## config.mk

```make
export PLATFORM = sky130hd
export DESIGN_NAME = pdct_timer
export DESIGN_NICKNAME = d
export VERILOG_FILES = /design/src/shared/pdct_pkg.sv /design/src/pdct_timer.sv
export SDC_FILE = /design/constraint.sdc
export NUM_CORES = 1
export LEC_CHECK = 0
export ABC_AREA = 1
export ABC_CLOCK_PERIOD_IN_PS = 4300
export BUFFER_PORTS_ARGS = -buffer_cell sky130_fd_sc_hd__buf_2
export CORE_ASPECT_RATIO = 0.7
export CORE_MARGIN = 5
export CORE_UTILIZATION = 50
export CTS_CLUSTER_DIAMETER = 200
export DETAILED_ROUTE_END_ITERATION = 7
export PLACE_DENSITY = 0.85
export SLEW_MARGIN = 20
export SYNTH_ARGS = -nofsm -noshare
export SYNTH_HDL_FRONTEND = slang
export SYNTH_SLANG_ARGS = --single-unit
```

## constraint.sdc

```tcl
create_clock -name ref_clk -period 4.3 [get_ports ref_clk]
set_input_delay 0.43 -clock ref_clk [delete_from_list [all_inputs] [get_ports ref_clk]]
set_output_delay 0.43 -clock ref_clk [all_outputs]
set_load 0.01 [all_outputs]
```

## src/shared/pdct_pkg.sv

```systemverilog
package pdct_pkg;
  // ----------------------------------------------------------------
  // Register map
  // ----------------------------------------------------------------
  localparam logic [11:0] PDCT_ADDR_CTRL = 12'h000;
  localparam logic [11:0] PDCT_ADDR_COUNT = 12'h004;
  localparam logic [11:0] PDCT_ADDR_STATUS = 12'h008;
  // ----------------------------------------------------------------
  // Control field positions
  // ----------------------------------------------------------------
  localparam int PDCT_BIT_IRQ = 7;
  localparam int PDCT_BIT_MASK = 6;
  localparam int PDCT_BIT_SRC = 5;
  localparam int PDCT_BIT_PIN = 4;
  localparam int PDCT_BIT_PCLR = 3;
  localparam int PDCT_TAP_MSB = 2;
  // ----------------------------------------------------------------
  // Reset and preset values
  // ----------------------------------------------------------------
  localparam logic [7:0] PDCT_COUNT_PRESET = 8'hF0;
  localparam logic [7:0] PDCT_COUNT_RST = 8'hF0;
  localparam logic [2:0] PDCT_TAP_RST = 3'h0;
  localparam logic [6:0] PDCT_PRESC_RST = 7'h00;
  // Input source modes, {source select, pin enable}
  typedef enum logic [1:0] {
    PDCT_MODE_INT = 2'b00,
    PDCT_MODE_GATED = 2'b01,
    PDCT_MODE_OFF = 2'b10,
    PDCT_MODE_PIN = 2'b11
  } pdct_mode_t;
endpackage : pdct_pkg

```

## src/pdct_timer.sv

```systemverilog
// Overview of operation
// - 8-bit down counter after a 7-bit prescaler; software can load it.
// - Counter decrementing to zero sets the request flag, control bit 7.
// - Interrupt reaches core only if flag set, timer mask and core mask clear.
// - Counter keeps decrementing after zero to measure elapsed input clocks.
// - Reading counter never disturbs counting; value stable through the read.
// - Flag stays set until software clears it, never cleared on entry.
// - Flag still sets with mask bit set, usable as polled status.
// - Three select bits pick prescaler tap divide 1 to 128.
// - Prescaler not accessible; control write with bit 3 set clears it.
// - Prescaler-clear bit always reads as zero.
// - Source and pin enable both 0: count internal clock, ignore pin.
// - Pin enable 1, source 0: count internal clock ANDed with pin.
// - Pin enable 0, source 1: all timer inputs blocked.
// - Both 1: internal clock disabled, count falling edges of pin.
// - Prescaler and counter advance on falling edges of selected input.
// - Internal clock to timer keeps running during idle mode.
// - Power-on reset and halt instruction load counter with F0.
// - Flag cleared by any reset or halt; software may set or clear.
// - Mask set by any reset or halt; otherwise program-controlled only.
// - Source, pin enable and tap select keep values through external reset.
// - All control bits except prescaler-clear are readable and writable.
// - Halt instruction also clears the prescaler.
//
// Register access over APB and the register addresses were chosen for this implementation.
`timescale 1ns/10ps
`default_nettype none
module pdct_timer #(
  parameter int CNT_W = 8,
  parameter int PRESC_W = 7
) (
  input wire logic ref_clk,
  input wire logic sys_rst,
  input wire logic ext_rst,
  input wire logic cyc_tick,
  input wire logic halt_exec,
  input wire logic idle_mode,
  input wire logic core_irq_mask,
  input wire logic tmr_pin,
  input wire logic psel,
  input wire logic penable,
  input wire logic pwrite,
  input wire logic [11:0] paddr,
  input wire logic [31:0] pwdata,
  output logic [31:0] prdata,
  output logic pready,
  output logic pslverr,
  output logic tmr_irq,
  output logic core_irq
);
  // ----------------------------------------------------------------
  // Control register and datapath state
  // ----------------------------------------------------------------
  logic tmr_irq_request;
  logic tmr_irq_mask;
  logic tmr_src_select;
  logic tmr_pin_enable;
  logic [2:0] prescaler_tap_sel;
  logic [PRESC_W-1:0] prescaler;
  logic [CNT_W-1:0] counter;
  logic pin_q;
  logic in_edge;
  logic presc_fall;
  logic tap_edge;
  logic hit_zero;
  logic wr_ctrl;
  logic wr_count;
  logic rd_en;
  logic [PRESC_W-1:0] next_prescaler;
  pdct_pkg::pdct_mode_t mode;

  assign mode = pdct_pkg::pdct_mode_t'({tmr_src_select, tmr_pin_enable});

  // APB decode; zero wait states so pready is constant high
  assign pready = 1'b1;
  assign wr_ctrl = psel && penable && pwrite && (paddr == pdct_pkg::PDCT_ADDR_CTRL);
  assign wr_count = psel && penable && pwrite && (paddr == pdct_pkg::PDCT_ADDR_COUNT);
  assign rd_en = psel && !pwrite;
  assign pslverr = psel && penable && (paddr != pdct_pkg::PDCT_ADDR_CTRL)
                   && (paddr != pdct_pkg::PDCT_ADDR_COUNT)
                   && (paddr != pdct_pkg::PDCT_ADDR_STATUS);

  // Pin history for falling-edge detection in external mode
  always_ff @(posedge ref_clk or posedge sys_rst) begin
    if (sys_rst) begin
      pin_q <= 1'b0;
    end else begin
      pin_q <= tmr_pin;
    end
  end

  // Input selection; idle mode is deliberately not an input here
  always_comb begin
    case (mode)
      pdct_pkg::PDCT_MODE_INT: in_edge = cyc_tick;
      pdct_pkg::PDCT_MODE_GATED: in_edge = cyc_tick && tmr_pin;
      pdct_pkg::PDCT_MODE_OFF: in_edge = 1'b0;
      pdct_pkg::PDCT_MODE_PIN: in_edge = pin_q && !tmr_pin;
      default: in_edge = 1'b0;
    endcase
  end

  // Tap fires when the selected prescaler bit falls (tap select 0 = every edge)
  assign next_prescaler = prescaler + PRESC_W'(1);
  always_comb begin
    presc_fall = 1'b0;
    if (prescaler_tap_sel == 3'h0) begin
      presc_fall = 1'b1;
    end else begin
      presc_fall = prescaler[prescaler_tap_sel - 3'h1] && !next_prescaler[prescaler_tap_sel - 3'h1];
    end
  end
  assign tap_edge = in_edge && presc_fall;
  assign hit_zero = tap_edge && (counter == CNT_W'(1));

  // ----------------------------------------------------------------
  // Prescaler: hidden from software, cleared by write bit 3 or halt
  // ----------------------------------------------------------------
  always_ff @(posedge ref_clk or posedge sys_rst) begin
    if (sys_rst) begin
      prescaler <= pdct_pkg::PDCT_PRESC_RST;
    end else if (halt_exec) begin
      prescaler <= pdct_pkg::PDCT_PRESC_RST;
    end else if (wr_ctrl && pwdata[pdct_pkg::PDCT_BIT_PCLR]) begin
      prescaler <= pdct_pkg::PDCT_PRESC_RST;
    end else if (in_edge) begin
      prescaler <= next_prescaler;
    end
  end

  // ----------------------------------------------------------------
  // Down counter; wraps through zero and keeps going
  // ----------------------------------------------------------------
  always_ff @(posedge ref_clk or posedge sys_rst) begin
    if (sys_rst) begin
      counter <= pdct_pkg::PDCT_COUNT_RST;
    end else if (halt_exec) begin
      counter <= pdct_pkg::PDCT_COUNT_PRESET;
    end else if (wr_count) begin
      counter <= pwdata[CNT_W-1:0];
    end else if (tap_edge) begin
      counter <= counter - CNT_W'(1);
    end
  end

  // ----------------------------------------------------------------
  // Control bits: request and mask follow any reset; others survive ext_rst
  // ----------------------------------------------------------------
  always_ff @(posedge ref_clk or posedge sys_rst) begin
    if (sys_rst) begin
      tmr_irq_request <= 1'b0;
      tmr_irq_mask <= 1'b1;
    end else if (ext_rst || halt_exec) begin
      tmr_irq_request <= 1'b0;
      tmr_irq_mask <= 1'b1;
    end else begin
      if (hit_zero) begin
        tmr_irq_request <= 1'b1;
      end else if (wr_ctrl) begin
        tmr_irq_request <= pwdata[pdct_pkg::PDCT_BIT_IRQ];
      end
      if (wr_ctrl) begin
        tmr_irq_mask <= pwdata[pdct_pkg::PDCT_BIT_MASK];
      end
    end
  end

  // Mode and tap bits ignore ext_rst; only power-on clears them
  always_ff @(posedge ref_clk or posedge sys_rst) begin
    if (sys_rst) begin
      tmr_src_select <= 1'b0;
      tmr_pin_enable <= 1'b0;
      prescaler_tap_sel <= pdct_pkg::PDCT_TAP_RST;
    end else if (wr_ctrl) begin
      tmr_src_select <= pwdata[pdct_pkg::PDCT_BIT_SRC];
      tmr_pin_enable <= pwdata[pdct_pkg::PDCT_BIT_PIN];
      prescaler_tap_sel <= pwdata[pdct_pkg::PDCT_TAP_MSB:0];
    end
  end

  // Interrupt level outputs
  assign tmr_irq = tmr_irq_request && !tmr_irq_mask;
  assign core_irq = tmr_irq && !core_irq_mask;

  // Read data registered in setup phase, held through access phase
  always_ff @(posedge ref_clk or posedge sys_rst) begin
    if (sys_rst) begin
      prdata <= 32'h0000_0000;
    end else if (rd_en && !penable) begin
      case (paddr)
        pdct_pkg::PDCT_ADDR_CTRL: prdata <= {24'h000000, tmr_irq_request, tmr_irq_mask,
          tmr_src_select, tmr_pin_enable, 1'b0, prescaler_tap_sel};
        pdct_pkg::PDCT_ADDR_COUNT: prdata <= {24'h000000, counter};
        pdct_pkg::PDCT_ADDR_STATUS: prdata <= {30'h0000_0000, idle_mode, tmr_irq};
        default: prdata <= 32'h0000_0000;
      endcase
    end
  end

  // ----------------------------------------------------------------
  // Assertions
  // ----------------------------------------------------------------
  a_zero_sets_flag: assert property (@(posedge ref_clk) disable iff (sys_rst)
    (hit_zero && !ext_rst && !halt_exec) |=> tmr_irq_request)
    else $error("flag not set on zero");
  a_flag_sticky: assert property (@(posedge ref_clk) disable iff (sys_rst)
    (tmr_irq_request && !wr_ctrl && !ext_rst && !halt_exec) |=> tmr_irq_request)
    else $error("flag dropped without clear");
  a_irq_level: assert property (@(posedge ref_clk) disable iff (sys_rst)
    core_irq == (tmr_irq_request && !tmr_irq_mask && !core_irq_mask))
    else $error("core irq wrong");
  a_count_wraps: assert property (@(posedge ref_clk) disable iff (sys_rst)
    (tap_edge && counter == 8'h00 && !wr_count && !halt_exec) |=> counter == 8'hFF)
    else $error("counter stopped at zero");
  a_off_mode_hold: assert property (@(posedge ref_clk) disable iff (sys_rst)
    (mode == pdct_pkg::PDCT_MODE_OFF && !wr_count && !halt_exec) |=> $stable(counter))
    else $error("counted while blocked");
  a_halt_preset: assert property (@(posedge ref_clk) disable iff (sys_rst)
    halt_exec |=> (counter == 8'hF0 && prescaler == 7'h00 && tmr_irq_mask))
    else $error("halt preset wrong");
  a_pclr_reads_zero: assert property (@(posedge ref_clk) disable iff (sys_rst)
    (rd_en && !penable && paddr == pdct_pkg::PDCT_ADDR_CTRL) |=> !prdata[3])
    else $error("clear bit read as one");
  a_extrst_mask: assert property (@(posedge ref_clk) disable iff (sys_rst)
    ext_rst |=> (tmr_irq_mask && !tmr_irq_request))
    else $error("ext reset mask wrong");
  a_pin_edge: assert property (@(posedge ref_clk) disable iff (sys_rst)
    (mode == pdct_pkg::PDCT_MODE_PIN && !(pin_q && !tmr_pin)) |-> !tap_edge)
    else $error("counted without pin fall");

  // ----------------------------------------------------------------
  // Counter datapath checks
  // ----------------------------------------------------------------
  // One decrement per tap event, never more
  a_count_step: assert property (@(posedge ref_clk) disable iff (sys_rst)
    (tap_edge && !wr_count && !halt_exec) |=> counter == $past(counter) - CNT_W'(1))
    else $error("counter step wrong");

  // Reads and idle cycles leave the count alone
  a_count_hold: assert property (@(posedge ref_clk) disable iff (sys_rst)
    (!tap_edge && !wr_count && !halt_exec) |=> $stable(counter))
    else $error("counter moved without tap");

  // Software load lands on the next edge
  a_count_load: assert property (@(posedge ref_clk) disable iff (sys_rst)
    (wr_count && !halt_exec) |=> counter == $past(pwdata[CNT_W-1:0]))
    else $error("counter load lost");

  // ----------------------------------------------------------------
  // Prescaler checks
  // ----------------------------------------------------------------
  // Clear bit wins over a counting input in the same cycle
  a_presc_clear: assert property (@(posedge ref_clk) disable iff (sys_rst)
    (wr_ctrl && pwdata[pdct_pkg::PDCT_BIT_PCLR] && !halt_exec) |=> prescaler == PRESC_W'(0))
    else $error("prescaler not cleared");

  a_presc_step: assert property (@(posedge ref_clk) disable iff (sys_rst)
    (in_edge && !halt_exec && !(wr_ctrl && pwdata[pdct_pkg::PDCT_BIT_PCLR]))
    |=> prescaler == $past(next_prescaler))
    else $error("prescaler step wrong");

  // Hidden divider only moves on input events or clears
  a_presc_hold: assert property (@(posedge ref_clk) disable iff (sys_rst)
    (!in_edge && !halt_exec && !wr_ctrl) |=> $stable(prescaler))
    else $error("prescaler moved");

  // ----------------------------------------------------------------
  // Input mode checks
  // ----------------------------------------------------------------
  a_int_mode: assert property (@(posedge ref_clk) disable iff (sys_rst)
    (mode == pdct_pkg::PDCT_MODE_INT) |-> (in_edge == cyc_tick))
    else $error("internal mode input wrong");

  a_gated_mode: assert property (@(posedge ref_clk) disable iff (sys_rst)
    (mode == pdct_pkg::PDCT_MODE_GATED) |-> (in_edge == (cyc_tick && tmr_pin)))
    else $error("gated mode input wrong");

  a_off_no_edge: assert property (@(posedge ref_clk) disable iff (sys_rst)
    (mode == pdct_pkg::PDCT_MODE_OFF) |-> !in_edge)
    else $error("blocked mode saw input");

  // Pin mode must ignore the instruction clock entirely
  a_pin_no_tick: assert property (@(posedge ref_clk) disable iff (sys_rst)
    (mode == pdct_pkg::PDCT_MODE_PIN && cyc_tick && !(pin_q && !tmr_pin)) |-> !in_edge)
    else $error("pin mode took tick");

  // Idle mode never gates the timer input
  a_idle_counts: assert property (@(posedge ref_clk) disable iff (sys_rst)
    (mode == pdct_pkg::PDCT_MODE_INT && cyc_tick && idle_mode) |-> in_edge)
    else $error("idle stopped timer");

  // ----------------------------------------------------------------
  // Flag and mask checks
  // ----------------------------------------------------------------
  a_tmr_irq_level: assert property (@(posedge ref_clk) disable iff (sys_rst)
    tmr_irq == (tmr_irq_request && !tmr_irq_mask))
    else $error("timer irq level wrong");

  // Masked zero still raises the polled flag
  a_masked_poll: assert property (@(posedge ref_clk) disable iff (sys_rst)
    (hit_zero && tmr_irq_mask && !wr_ctrl && !ext_rst && !halt_exec)
    |=> (tmr_irq_request && !tmr_irq))
    else $error("masked flag wrong");

  a_sw_clear: assert property (@(posedge ref_clk) disable iff (sys_rst)
    (wr_ctrl && !pwdata[pdct_pkg::PDCT_BIT_IRQ] && !hit_zero && !ext_rst && !halt_exec)
    |=> !tmr_irq_request)
    else $error("software clear lost");

  a_sw_set: assert property (@(posedge ref_clk) disable iff (sys_rst)
    (wr_ctrl && pwdata[pdct_pkg::PDCT_BIT_IRQ] && !ext_rst && !halt_exec)
    |=> tmr_irq_request)
    else $error("software set lost");

  a_halt_flag: assert property (@(posedge ref_clk) disable iff (sys_rst)
    halt_exec |=> !tmr_irq_request)
    else $error("halt left flag set");

  a_mask_write: assert property (@(posedge ref_clk) disable iff (sys_rst)
    (wr_ctrl && !ext_rst && !halt_exec) |=> tmr_irq_mask == $past(pwdata[pdct_pkg::PDCT_BIT_MASK]))
    else $error("mask write lost");

  // Mask changes only by program, reset or halt
  a_mask_hold: assert property (@(posedge ref_clk) disable iff (sys_rst)
    (!wr_ctrl && !ext_rst && !halt_exec) |=> $stable(tmr_irq_mask))
    else $error("mask moved by itself");

  // ----------------------------------------------------------------
  // Control and read-back checks
  // ----------------------------------------------------------------
  a_extrst_keep: assert property (@(posedge ref_clk) disable iff (sys_rst)
    (ext_rst && !wr_ctrl)
    |=> ($stable(tmr_src_select) && $stable(tmr_pin_enable) && $stable(prescaler_tap_sel)))
    else $error("ext reset touched mode");

  a_ctrl_write: assert property (@(posedge ref_clk) disable iff (sys_rst)
    wr_ctrl |=> (tmr_src_select == $past(pwdata[pdct_pkg::PDCT_BIT_SRC])
      && tmr_pin_enable == $past(pwdata[pdct_pkg::PDCT_BIT_PIN])
      && prescaler_tap_sel == $past(pwdata[pdct_pkg::PDCT_TAP_MSB:0])))
    else $error("control write lost");

  // Upper read bits are always zero for the byte-wide register
  a_ctrl_upper: assert property (@(posedge ref_clk) disable iff (sys_rst)
    (rd_en && !penable && paddr == pdct_pkg::PDCT_ADDR_CTRL) |=> prdata[31:8] == 24'h000000)
    else $error("control upper bits set");

  a_count_read: assert property (@(posedge ref_clk) disable iff (sys_rst)
    (rd_en && !penable && paddr == pdct_pkg::PDCT_ADDR_COUNT)
    |=> prdata == {24'h000000, $past(counter)})
    else $error("count read wrong");

  // Read data stays put through the access phase
  a_read_stable: assert property (@(posedge ref_clk) disable iff (sys_rst)
    !(rd_en && !penable) |=> $stable(prdata))
    else $error("read data moved");
endmodule : pdct_timer
`default_nettype wire

```

==> metrics.cfg, run 1 <==
[synthesis]
yosys_warnings=0
ys_async_sr_fraction_pct=100
syn_area_per_cell_sq_um=7.51
yosys.area.top_type_share_pct=28.6
synthCells=303
synth_edf_count=0
syn_area_sq_um=2270
yosys_register_bits=31
synth_area_leaders=dfrtp_1 29%, nand2_1 11%, buf_4 8.6%
yosysSeqAreaShare_pct=34.4
synth-main-ff-cell=dfrtp_1
ys_top_cells_by_count=67 x nand2_1, 37 x inv_1, 27 x nand3_1
synth.distinct_cells=40
synth.most_common_cell=nand2_1
yosys.area.top_type=dfrtp_1

[worst_setup_path]
required_ns=4.48
ff2ff_path_depth=12
r2r_start=prescaler_tap_sel[0]
setup.worst_path.end_class=flip-flop
cp_max_fo=9
start_kind=flip-flop
worstPathArrival_ns=2.28
r2r_setup_slack_ns=2.20
critical_path_class=flip-flop to flip-flop
r2r-end=counter[2]

[die]
core_region_area_sq_um=4380
start_util_pct=51.9
die_area_sq_um=6020
fp.dieW_um=90.6
die_y_um=66.4
num_rows=20
io-pin-count=91

[layout]
finalNetCount=407
final_layout_size_suffix_gt1_share_pct=22.7
post-route-util_pct=57.4
antenna_cells=0
syn_to_final_growth_pct=10.5
nFillCells=405
fin_area_sq_um=2510

[power]
power_density_nw_per_um2=272
p_leak_uw=0.00135
power.total_uw=685
ir_worst_vdd_uv=185

[global_routing]
grt_max_degree=32
grt_busiest_layer=met2
globalRouteMet2Util_pct=25.7
grt_pass1_vias=1768
antenna_found_initial=0
overflow=0
grt_pass1_wl_um=8240
grtUsageTotal_pct=16.9
use_met3_pct=4.10
met1_usage_pct=23.4

[drt]
wire_per_inst_um=12.8
initialDrtViolationCount=149
avgViaCountPerCell=5.04
ant_nets=0
first_pass_iters=4
routed_wl_um=5170
vias=2033
drc=0

[timing]
setup_ws_ns=2.20
tns_ns=0
finalSetupViolCount=0
min_period_ns=2.10
maxClockFrequency_mhz=475
hold_violations=0
fin_crit_sh_pct=48.9
worstMarginPinSlew_ns=0.600
max_slew_margin_pct=59.8
clock_skew_ns=0.00503
report.final.slew_viol_count=0
rsz0062_at_grt=false

[cts]
holdBufCountCts=0
cts_resized=0
cts.path.max_buffers=2
cts_tree=yes
cts.sinks=31
cts_root_buf=clkbuf_8
cts_setup_buffers=0
clk_pin_slew_ns=0.07
htree_num_levels=2
clk_latency_ns=0.29
cts_inserted_buffers=5

[place]
port_buffers=41
place_hpwl_um=4000
placed_cell_area_sq_um=2430
gp_congestion=0.894
dpl_worst_slack_ns=2.14

[worst_hold_path]
hp-class=input port to asynchronous set/reset pin

[run]
maxCapViolCount=0

[status]
status=complete, no violations

area by class of cell:
| type | instances | area, sq um | area share, % |
|---|---|---|---|
| multi-input cells | 225 | 1200 | 47.9 |
| inverters | 42 | 164 | 6.52 |
| clock buffers | 7 | 76.3 | 3.04 |
| repair buffers | 42 | 213 | 8.47 |
| clock inverters | 1 | 5.00 | 0.199 |
| flip-flops and latches | 31 | 782 | 31.1 |
| well taps | 55 | 68.8 | 2.74 |
cells in the final DEF, fill, tap and decap left out, types with 2 or more instances in the layout:
cell type  Yosys  layout
o211ai_1       2       2
nor2_1        25      25
a21oi_2        2       2
o21ai_1        4       4
nor3_1         2       2
inv_1         37      37
dfstp_2        5       5
ha_1           5       5
nand2_4        4       4
inv_4          2       2
a21oi_1        4       4
nand4_1        4       4
clkbuf_1       0       2
o22ai_1       10      10
or2_2          2       2
nand3_1       27      27
a22o_1         5       5
nand2_1       67      67
nor2_2         2       2
xor2_1         5       5
conb_1         2      25
clkbuf_8       0       5
nor2_4         2       2
dfrtp_1       26      26
buf_2          1      41
o21ai_0       15      15
clkinv_2       1       2
nand3_2        3       3
worst max-delay path, cell delays in order (launching register included):
cell,delay (ns)
dfrtp_1,0.56
inv_4,0.10
ha_1,0.34
inv_1,0.18
o211ai_1,0.12
nand2_1,0.07
nor2_1,0.04
a21oi_2,0.15
nand2_2,0.09
nand2_4,0.12
nand2_4,0.10
nand2_1,0.07
nand2_1,0.04
flip-flops by register name, indices dropped and copies added (netlist names):
register,flops
pin_q,1
counter,8
prescaler_tap_sel,3
prdata,8
tmr_irq_request,1
tmr_irq_mask,1
tmr_src_select,1
tmr_pin_enable,1
prescaler,7
metrics by stage:
step | hold slack (ns) | std cells
final | 0.206 | 403
after global placement | 0.461 | 395
after global routing | 0.251 | 403
after CTS | 0.228 | 403
after floorplan | 0.461 | 326
after detailed placement | 0.469 | 395
worst max path at each step:
stage	start	to	slack, ns	depth (start not counted)
after detailed placement	paddr[9]	prescaler[5]	2.14	9
after floorplan	prescaler_tap_sel[0]	counter[0]	2.56	13
after CTS	prescaler_tap_sel[0]	counter[2]	2.23	12
after global placement	paddr[11]	prescaler[6]	2.21	9
after global routing	prescaler_tap_sel[0]	counter[3]	2.07	12
final	prescaler_tap_sel[0]	counter[2]	2.20	12
metal layers:
| metal | wire length (um) | vias up |
|---|---|---|
| met1 | 2400 | 929 |
| met5 | 0 | - |
| met3 | 414 | 4 |
| met2 | 2300 | 73 |
| li1 | - | 1027 |
| met4 | 58 | 0 |
report_power, final:
group	switching (uW)	total, uW	internal (uW)	leakage (uW)
registers	15.1	326	311	0.000388
clock network	111	224	113	0.0000422
logic	87.0	135	47.9	0.000921
cell families (layout without fill, tap and decap cells):
logic type | Yosys count | count (layout) | synth area share (%)
adder cells (fa/ha/maj) | 5 | 5 | 2.75
multiplexers | 1 | 1 | 0.495
other | 2 | 25 | 0.330
AO/OA/AOI/OAI | 46 | 46 | 13.0
XOR/XNOR | 5 | 5 | 1.93
flip-flops | 31 | 31 | 34.4
buffers and inverters | 70 | 92 | 16.5
AND/OR/NAND/NOR | 143 | 143 | 30.6
(Power assumes the default switching activity.)
==> run 2, diff against run 1 <==
Settings changed: ABC_CLOCK_PERIOD_IN_PS 4300 to 2000, CORE_UTILIZATION 50 to 49, PLACE_DENSITY 0.85 to 0.84.
Clock period 4.3 ns to 2 ns, I/O delays scaled along.
==> metrics.cfg, run 2 (synthesized netlist as in run 1, its figures left out) <==
[die]
start_util_pct=51.6  ; -0.30 points
fp.dieW_um=91.4  ; +0.90%
core_region_area_sq_um=4400  ; +0.57%
die_y_um=67.0  ; +0.87%
num_rows=20  ; unchanged
io-pin-count=91  ; unchanged
die_area_sq_um=6130  ; +1.8%

[timing]
report.final.slew_viol_count=0  ; unchanged
clock_skew_ns=0.00946  ; +0.00443 ns
maxClockFrequency_mhz=534  ; +12%
worstMarginPinSlew_ns=0.518  ; -0.0819 ns
setup_ws_ns=0.127  ; -2.07 ns
max_slew_margin_pct=65.3  ; +5.5 points
min_period_ns=1.87  ; -0.231 ns
finalSetupViolCount=0  ; unchanged
rsz0062_at_grt=false
fin_crit_sh_pct=93.7  ; +45 points
hold_violations=0  ; unchanged
tns_ns=0  ; unchanged

[worst_hold_path]
worstHoldStart=tmr_pin
holdPathEnd=pin_q
hp-class=input port to flip-flop
worstHoldPathCells=1

[global_routing]
antenna_found_initial=0  ; unchanged
use_met3_pct=3.84  ; -0.26 points
grt_max_degree=32  ; unchanged
globalRouteMet2Util_pct=24.8  ; -0.90 points
grtUsageTotal_pct=17.1  ; +0.26 points
grt_busiest_layer=met1
met1_usage_pct=24.8  ; +1.4 points
grt_pass1_vias=1774  ; +0.34%
grt_pass1_wl_um=8430  ; +2.3%
overflow=0  ; unchanged

[power]
power_density_nw_per_um2=624  ; +130%
ir_worst_vdd_uv=374  ; +100%
p_leak_uw=0.00138  ; +2.2%
power.total_uw=1600  ; +130%

[worst_setup_path]
critical_path_cell_count=12  ; unchanged
crit_family=simple AND/OR/NAND/NOR gates
r2r_start=prescaler[0]
cp_max_fo=9  ; unchanged
ff2ff_path_depth=12  ; unchanged
slowest_delay_ns=0.46  ; -0.10 ns
worstPathArrival_ns=2.04  ; -0.24 ns
start_kind=flip-flop
r2r_setup_slack_ns=0.13  ; -2.07 ns
required_ns=2.17  ; -2.31 ns
crit_chain=ha_1 > nand3_2 > o21ai_1 > nand3_1 > nand2_1 > nand2_1 > nand2_1 > nand2_2 > nand2_4 > nand2_4 > nand2_1 > nand2_1
r2r-end=counter[3]
path_common_cell=nand2_1
setup.worst_path.end_class=flip-flop
critPathSlowestCell=dfrtp_1
critPathBufInv=0  ; -2
critical_path_class=flip-flop to flip-flop

[cts]
clk_latency_ns=0.29  ; about the same
cts_root_buf=clkbuf_8
cts.path.max_buffers=2  ; unchanged
cts.sinks=31  ; unchanged
cts_tree=yes
cts_inserted_buffers=5  ; unchanged
htree_num_levels=2  ; unchanged
clk_pin_slew_ns=0.07  ; about the same
cts_setup_buffers=0  ; unchanged

[layout]
antenna_cells=0  ; unchanged
final_cell_mix=67 x nand2_1, 41 x buf_2, 37 x inv_1
final_layout_size_suffix_gt1_share_pct=23.3  ; +0.59 points
final_common_cell=nand2_1
fin_area_sq_um=2570  ; +2.3%
top_regs=counter: 8 flops, prdata: 8 flops, prescaler: 7 flops
finalNetCount=411  ; +0.98%
syn_to_final_growth_pct=13.0
post-route-util_pct=58.4  ; +0.98 points

[drt]
initialDrtViolationCount=166  ; +11%
ant_nets=0  ; unchanged
first_pass_iters=4  ; unchanged
vias=2085  ; +2.6%
routed_wl_um=5210  ; +0.75%
wire_per_inst_um=12.8  ; -0.24%
drc=0  ; unchanged
avgViaCountPerCell=5.12  ; +1.5%

[place]
placed_cell_area_sq_um=2450  ; +0.93%
gp_congestion=0.887  ; -0.76%
place_hpwl_um=4020  ; +0.41%
dpl_worst_slack_ns=0.144  ; -1.99 ns
port_buffers=41  ; unchanged

[run]
maxCapViolCount=0  ; unchanged

[status]
status=complete, no violations

## run 2: worst max-delay path by stage
stage / slack [ns] / startpoint / endpoint
after floorplan: 0.26 / prescaler_tap_sel[0] / counter[0]
after global placement: 0.22 / prescaler_tap_sel[0] / counter[2]
after detailed placement: 0.14 / prescaler_tap_sel[0] / counter[3]
after CTS: 0.13 / prescaler_tap_sel[0] / counter[3]
after global routing: 0.009 / prescaler[0] / counter[0]
final: 0.13 / prescaler[0] / counter[3]
## run 2: repair_timing
item | 4_1_cts | 5_1_grt
endpoints found under the hold margin | 9 | 0
hold buffers | 1 | 0
resized for setup | 0 | 0
## run 2: where the power goes
group	total, uW	switching (uW)	internal (uW)
combinational	295	191	104
clock	608	236	373
sequential	701	33.3	667
## run 2: through the flow
stage | std cells | hold WS [ns]
floorplan | 326 | 0.231
global placement | 398 | 0.302
detailed placement | 398 | 0.298
CTS | 407 | 0.0347
global route | 407 | 0.0261
finish | 407 | 0.0431
## run 2: final cells by class
| type | count | area [sq um] |
|---|---|---|
| clock buffers | 7 | 76.3 |
| clock inverters | 1 | 30.0 |
| fillers | 403 | 1830 |
| inverters | 42 | 164 |
| multi-input cells | 225 | 1200 |
| flip-flops and latches | 31 | 782 |
| well taps | 55 | 68.8 |
| repair buffers | 46 | 245 |
## run 2: worst register-to-register path, stage by stage, from the launching register on
cell and delay, ns:
dfrtp_1 0.46, ha_1 0.28, nand3_2 0.13, o21ai_1 0.18
nand3_1 0.09, nand2_1 0.07, nand2_1 0.05, nand2_1 0.07
nand2_2 0.08, nand2_4 0.13, nand2_4 0.10, nand2_1 0.07
nand2_1 0.05
## run 2: routing by layer
layer / vias up / routed length [um]
li1: 1027 / -
met1: 970 / 2440
met2: 81 / 2280
met3: 7 / 420
met4: 0 / 68
met5: - / 0
==> run 3, diff against run 2 <==
==> constraint.sdc (replaced) <==
create_clock -name ref_clk -period 2 [get_ports ref_clk]
set_input_delay 0.5 -clock ref_clk [delete_from_list [all_inputs] [get_ports ref_clk]]
set_output_delay 0.5 -clock ref_clk [all_outputs]
set_load 0.01 [all_outputs]
==> metrics.cfg, run 3 (synthesized netlist as in run 1, its figures left out) <==
[status]
status=complete, no violations

[power]
ir_worst_vdd_uv=320  ; -14%
swShare_pct=30.8  ; +2.1 points
pwr-share-seq_pct=45.8  ; +2.1 points
power_density_nw_per_um2=572  ; -8.3%
p_int_uw=1060  ; -7.5%
p_leak_uw=0.00142  ; +2.9%
pwr-share-comb_pct=20.2  ; +1.8 points
switchingPower_uw=472  ; +2.4%
clkPwrFrac_pct=33.9  ; -4.0 points

[worst_setup_path]
r2r-end=counter[1]
critical_path_class=input port to primary output
critPathSlowestCell=nor2_4
slowest_delay_ns=0.17  ; -0.29 ns
r2r_start=prescaler_tap_sel[0]
ff2ff_path_depth=12  ; unchanged
worstPathArrival_ns=1.44  ; -0.60 ns
start_kind=input port
setup.worst_path.end_class=primary output
r2r_setup_slack_ns=0.14  ; about the same
crit_chain=buf_2 > nor2_2 > nand2_2 > nor2_4 > nand4_1 > nand2_2 > nor2_4 > nand3_2 > inv_1 > buf_2
cp_max_fo=3  ; -6
required_ns=1.50  ; -0.67 ns

[die]
fp.dieW_um=91.4  ; unchanged
io-pin-count=91  ; unchanged
die_y_um=67.0  ; unchanged
num_rows=20  ; unchanged
start_util_pct=51.6  ; unchanged
core_region_area_sq_um=4400  ; unchanged
die_area_sq_um=6130  ; unchanged

[cts]
cts.sinks=31  ; unchanged
clk_pin_slew_ns=0.07  ; about the same
cts.path.max_buffers=2  ; unchanged
clk_latency_ns=0.28  ; about the same
htree_num_levels=2  ; unchanged
cts_root_buf=clkbuf_8
cts_tree=yes
cts_inserted_buffers=5  ; unchanged

[timing]
rsz0062_at_grt=true
hold_violations=0  ; unchanged
hold_ws_ns=0.285  ; +0.242 ns
worstMarginPinSlew_ns=0.564  ; +0.0458 ns
max_slew_margin_pct=62.2  ; -3.1 points
clock_skew_ns=0.00451  ; -0.00494 ns
finalSetupViolCount=0  ; unchanged
maxClockFrequency_mhz=516  ; -3.4%
setup_ws_ns=0.0607  ; -0.0660 ns
min_period_ns=1.94  ; +0.0660 ns
fin_crit_sh_pct=97.0  ; +3.3 points
report.final.slew_viol_count=0  ; unchanged

[layout]
antenna_cells=0  ; unchanged
fin_area_sq_um=2670  ; +4.0%
fin_cells=413  ; +1.5%
finalNetCount=417  ; +1.5%
final_common_cell=nand2_1
syn_to_final_growth_pct=17.5
final_cell_mix=64 x nand2_1, 37 x inv_1, 35 x buf_2
final_layout_size_suffix_gt1_share_pct=27.9  ; +4.6 points
top_regs=counter: 8 flops, prdata: 8 flops, prescaler: 7 flops

[place]
place_hpwl_um=4300  ; +6.9%
dpl_worst_slack_ns=0.00484  ; -0.139 ns
placed_cell_area_sq_um=2490  ; +1.5%
dp_cells=403  ; +1.3%
port_buffers=41  ; unchanged
gp_congestion=0.890  ; +0.25%

[drt]
routed_wl_um=5610  ; +7.6%
initialDrtViolationCount=121  ; -27%
first_pass_iters=5  ; +1
ant_nets=0  ; unchanged
wire_per_inst_um=13.6  ; +6.0%
drc=0  ; unchanged
vias=2103  ; +0.86%
avgViaCountPerCell=5.09  ; -0.60%

[global_routing]
grt_pass1_wl_um=8850  ; +4.9%
grt_max_degree=32  ; unchanged
grtUsageTotal_pct=17.9  ; +0.75 points
grt_pass1_vias=1877  ; +5.8%
overflow=0  ; unchanged
antenna_found_initial=0  ; unchanged

[run]
maxCapViolCount=0  ; unchanged

[worst_hold_path]
hp-class=input port to asynchronous set/reset pin

## run 3: timing repair
item	CTS	global route
resized for setup	0	18
setup endpoints to repair	1	4
setup buffers	1	1
pin swaps	2	10
hold buffers	0	0
## run 3: final cells by class
| class | count | area (sq um) |
|---|---|---|
| repair buffers | 52 | 325 |
| clock inverters | 1 | 5.00 |
| fillers | 389 | 1730 |
| multi-input cells | 225 | 1240 |
| clock buffers | 7 | 86.3 |
| well taps | 55 | 68.8 |
| flip-flops and latches | 31 | 782 |
| inverters | 42 | 164 |
## run 3: stage by stage
stage | power (uW) | util [%] | setup TNS (ns)
after floorplan | 944 | - | 0
after global placement | 989 | 56.6 | 0
after detailed placement | 1000 | 56.6 | 0
after CTS | 1520 | 58.8 | 0
after global routing | 1620 | 60.7 | -0.0219
final | 1530 | 60.7 | 0
## run 3: how the worst max path moves through the flow
stage,startpoint,to,cells after the start
floorplan,paddr[2],pslverr,7
global placement,paddr[11],pslverr,10
detailed placement,paddr[9],pslverr,10
CTS,paddr[7],pslverr,10
global route,paddr[8],pslverr,10
finish,paddr[11],pslverr,10
## run 3: metal layers
layer	global-route usage, %	up-vias	part of all wire (%)
met1	25.0	956	44
li1	-	1050	-
met4	4.58	0	0.73
met5	0	-	0
met3	4.18	7	8.6
met2	27.9	90	46
## run 3: critical path, delay by kind of cell
kind / cells / cell delay (ns)
and+or+nand+nor: 7 / 0.67
buffers and inverters: 3 / 0.26
## run 3: power by group through the flow
stage	sequential [uW]	combinational, uW	clock [uW]
4_1_cts	700	295	522
2_1_floorplan	701	243	0
5_1_grt	704	350	568
6_report	701	309	519
3_5_place_dp	711	293	0
3_3_place_gp	709	280	0
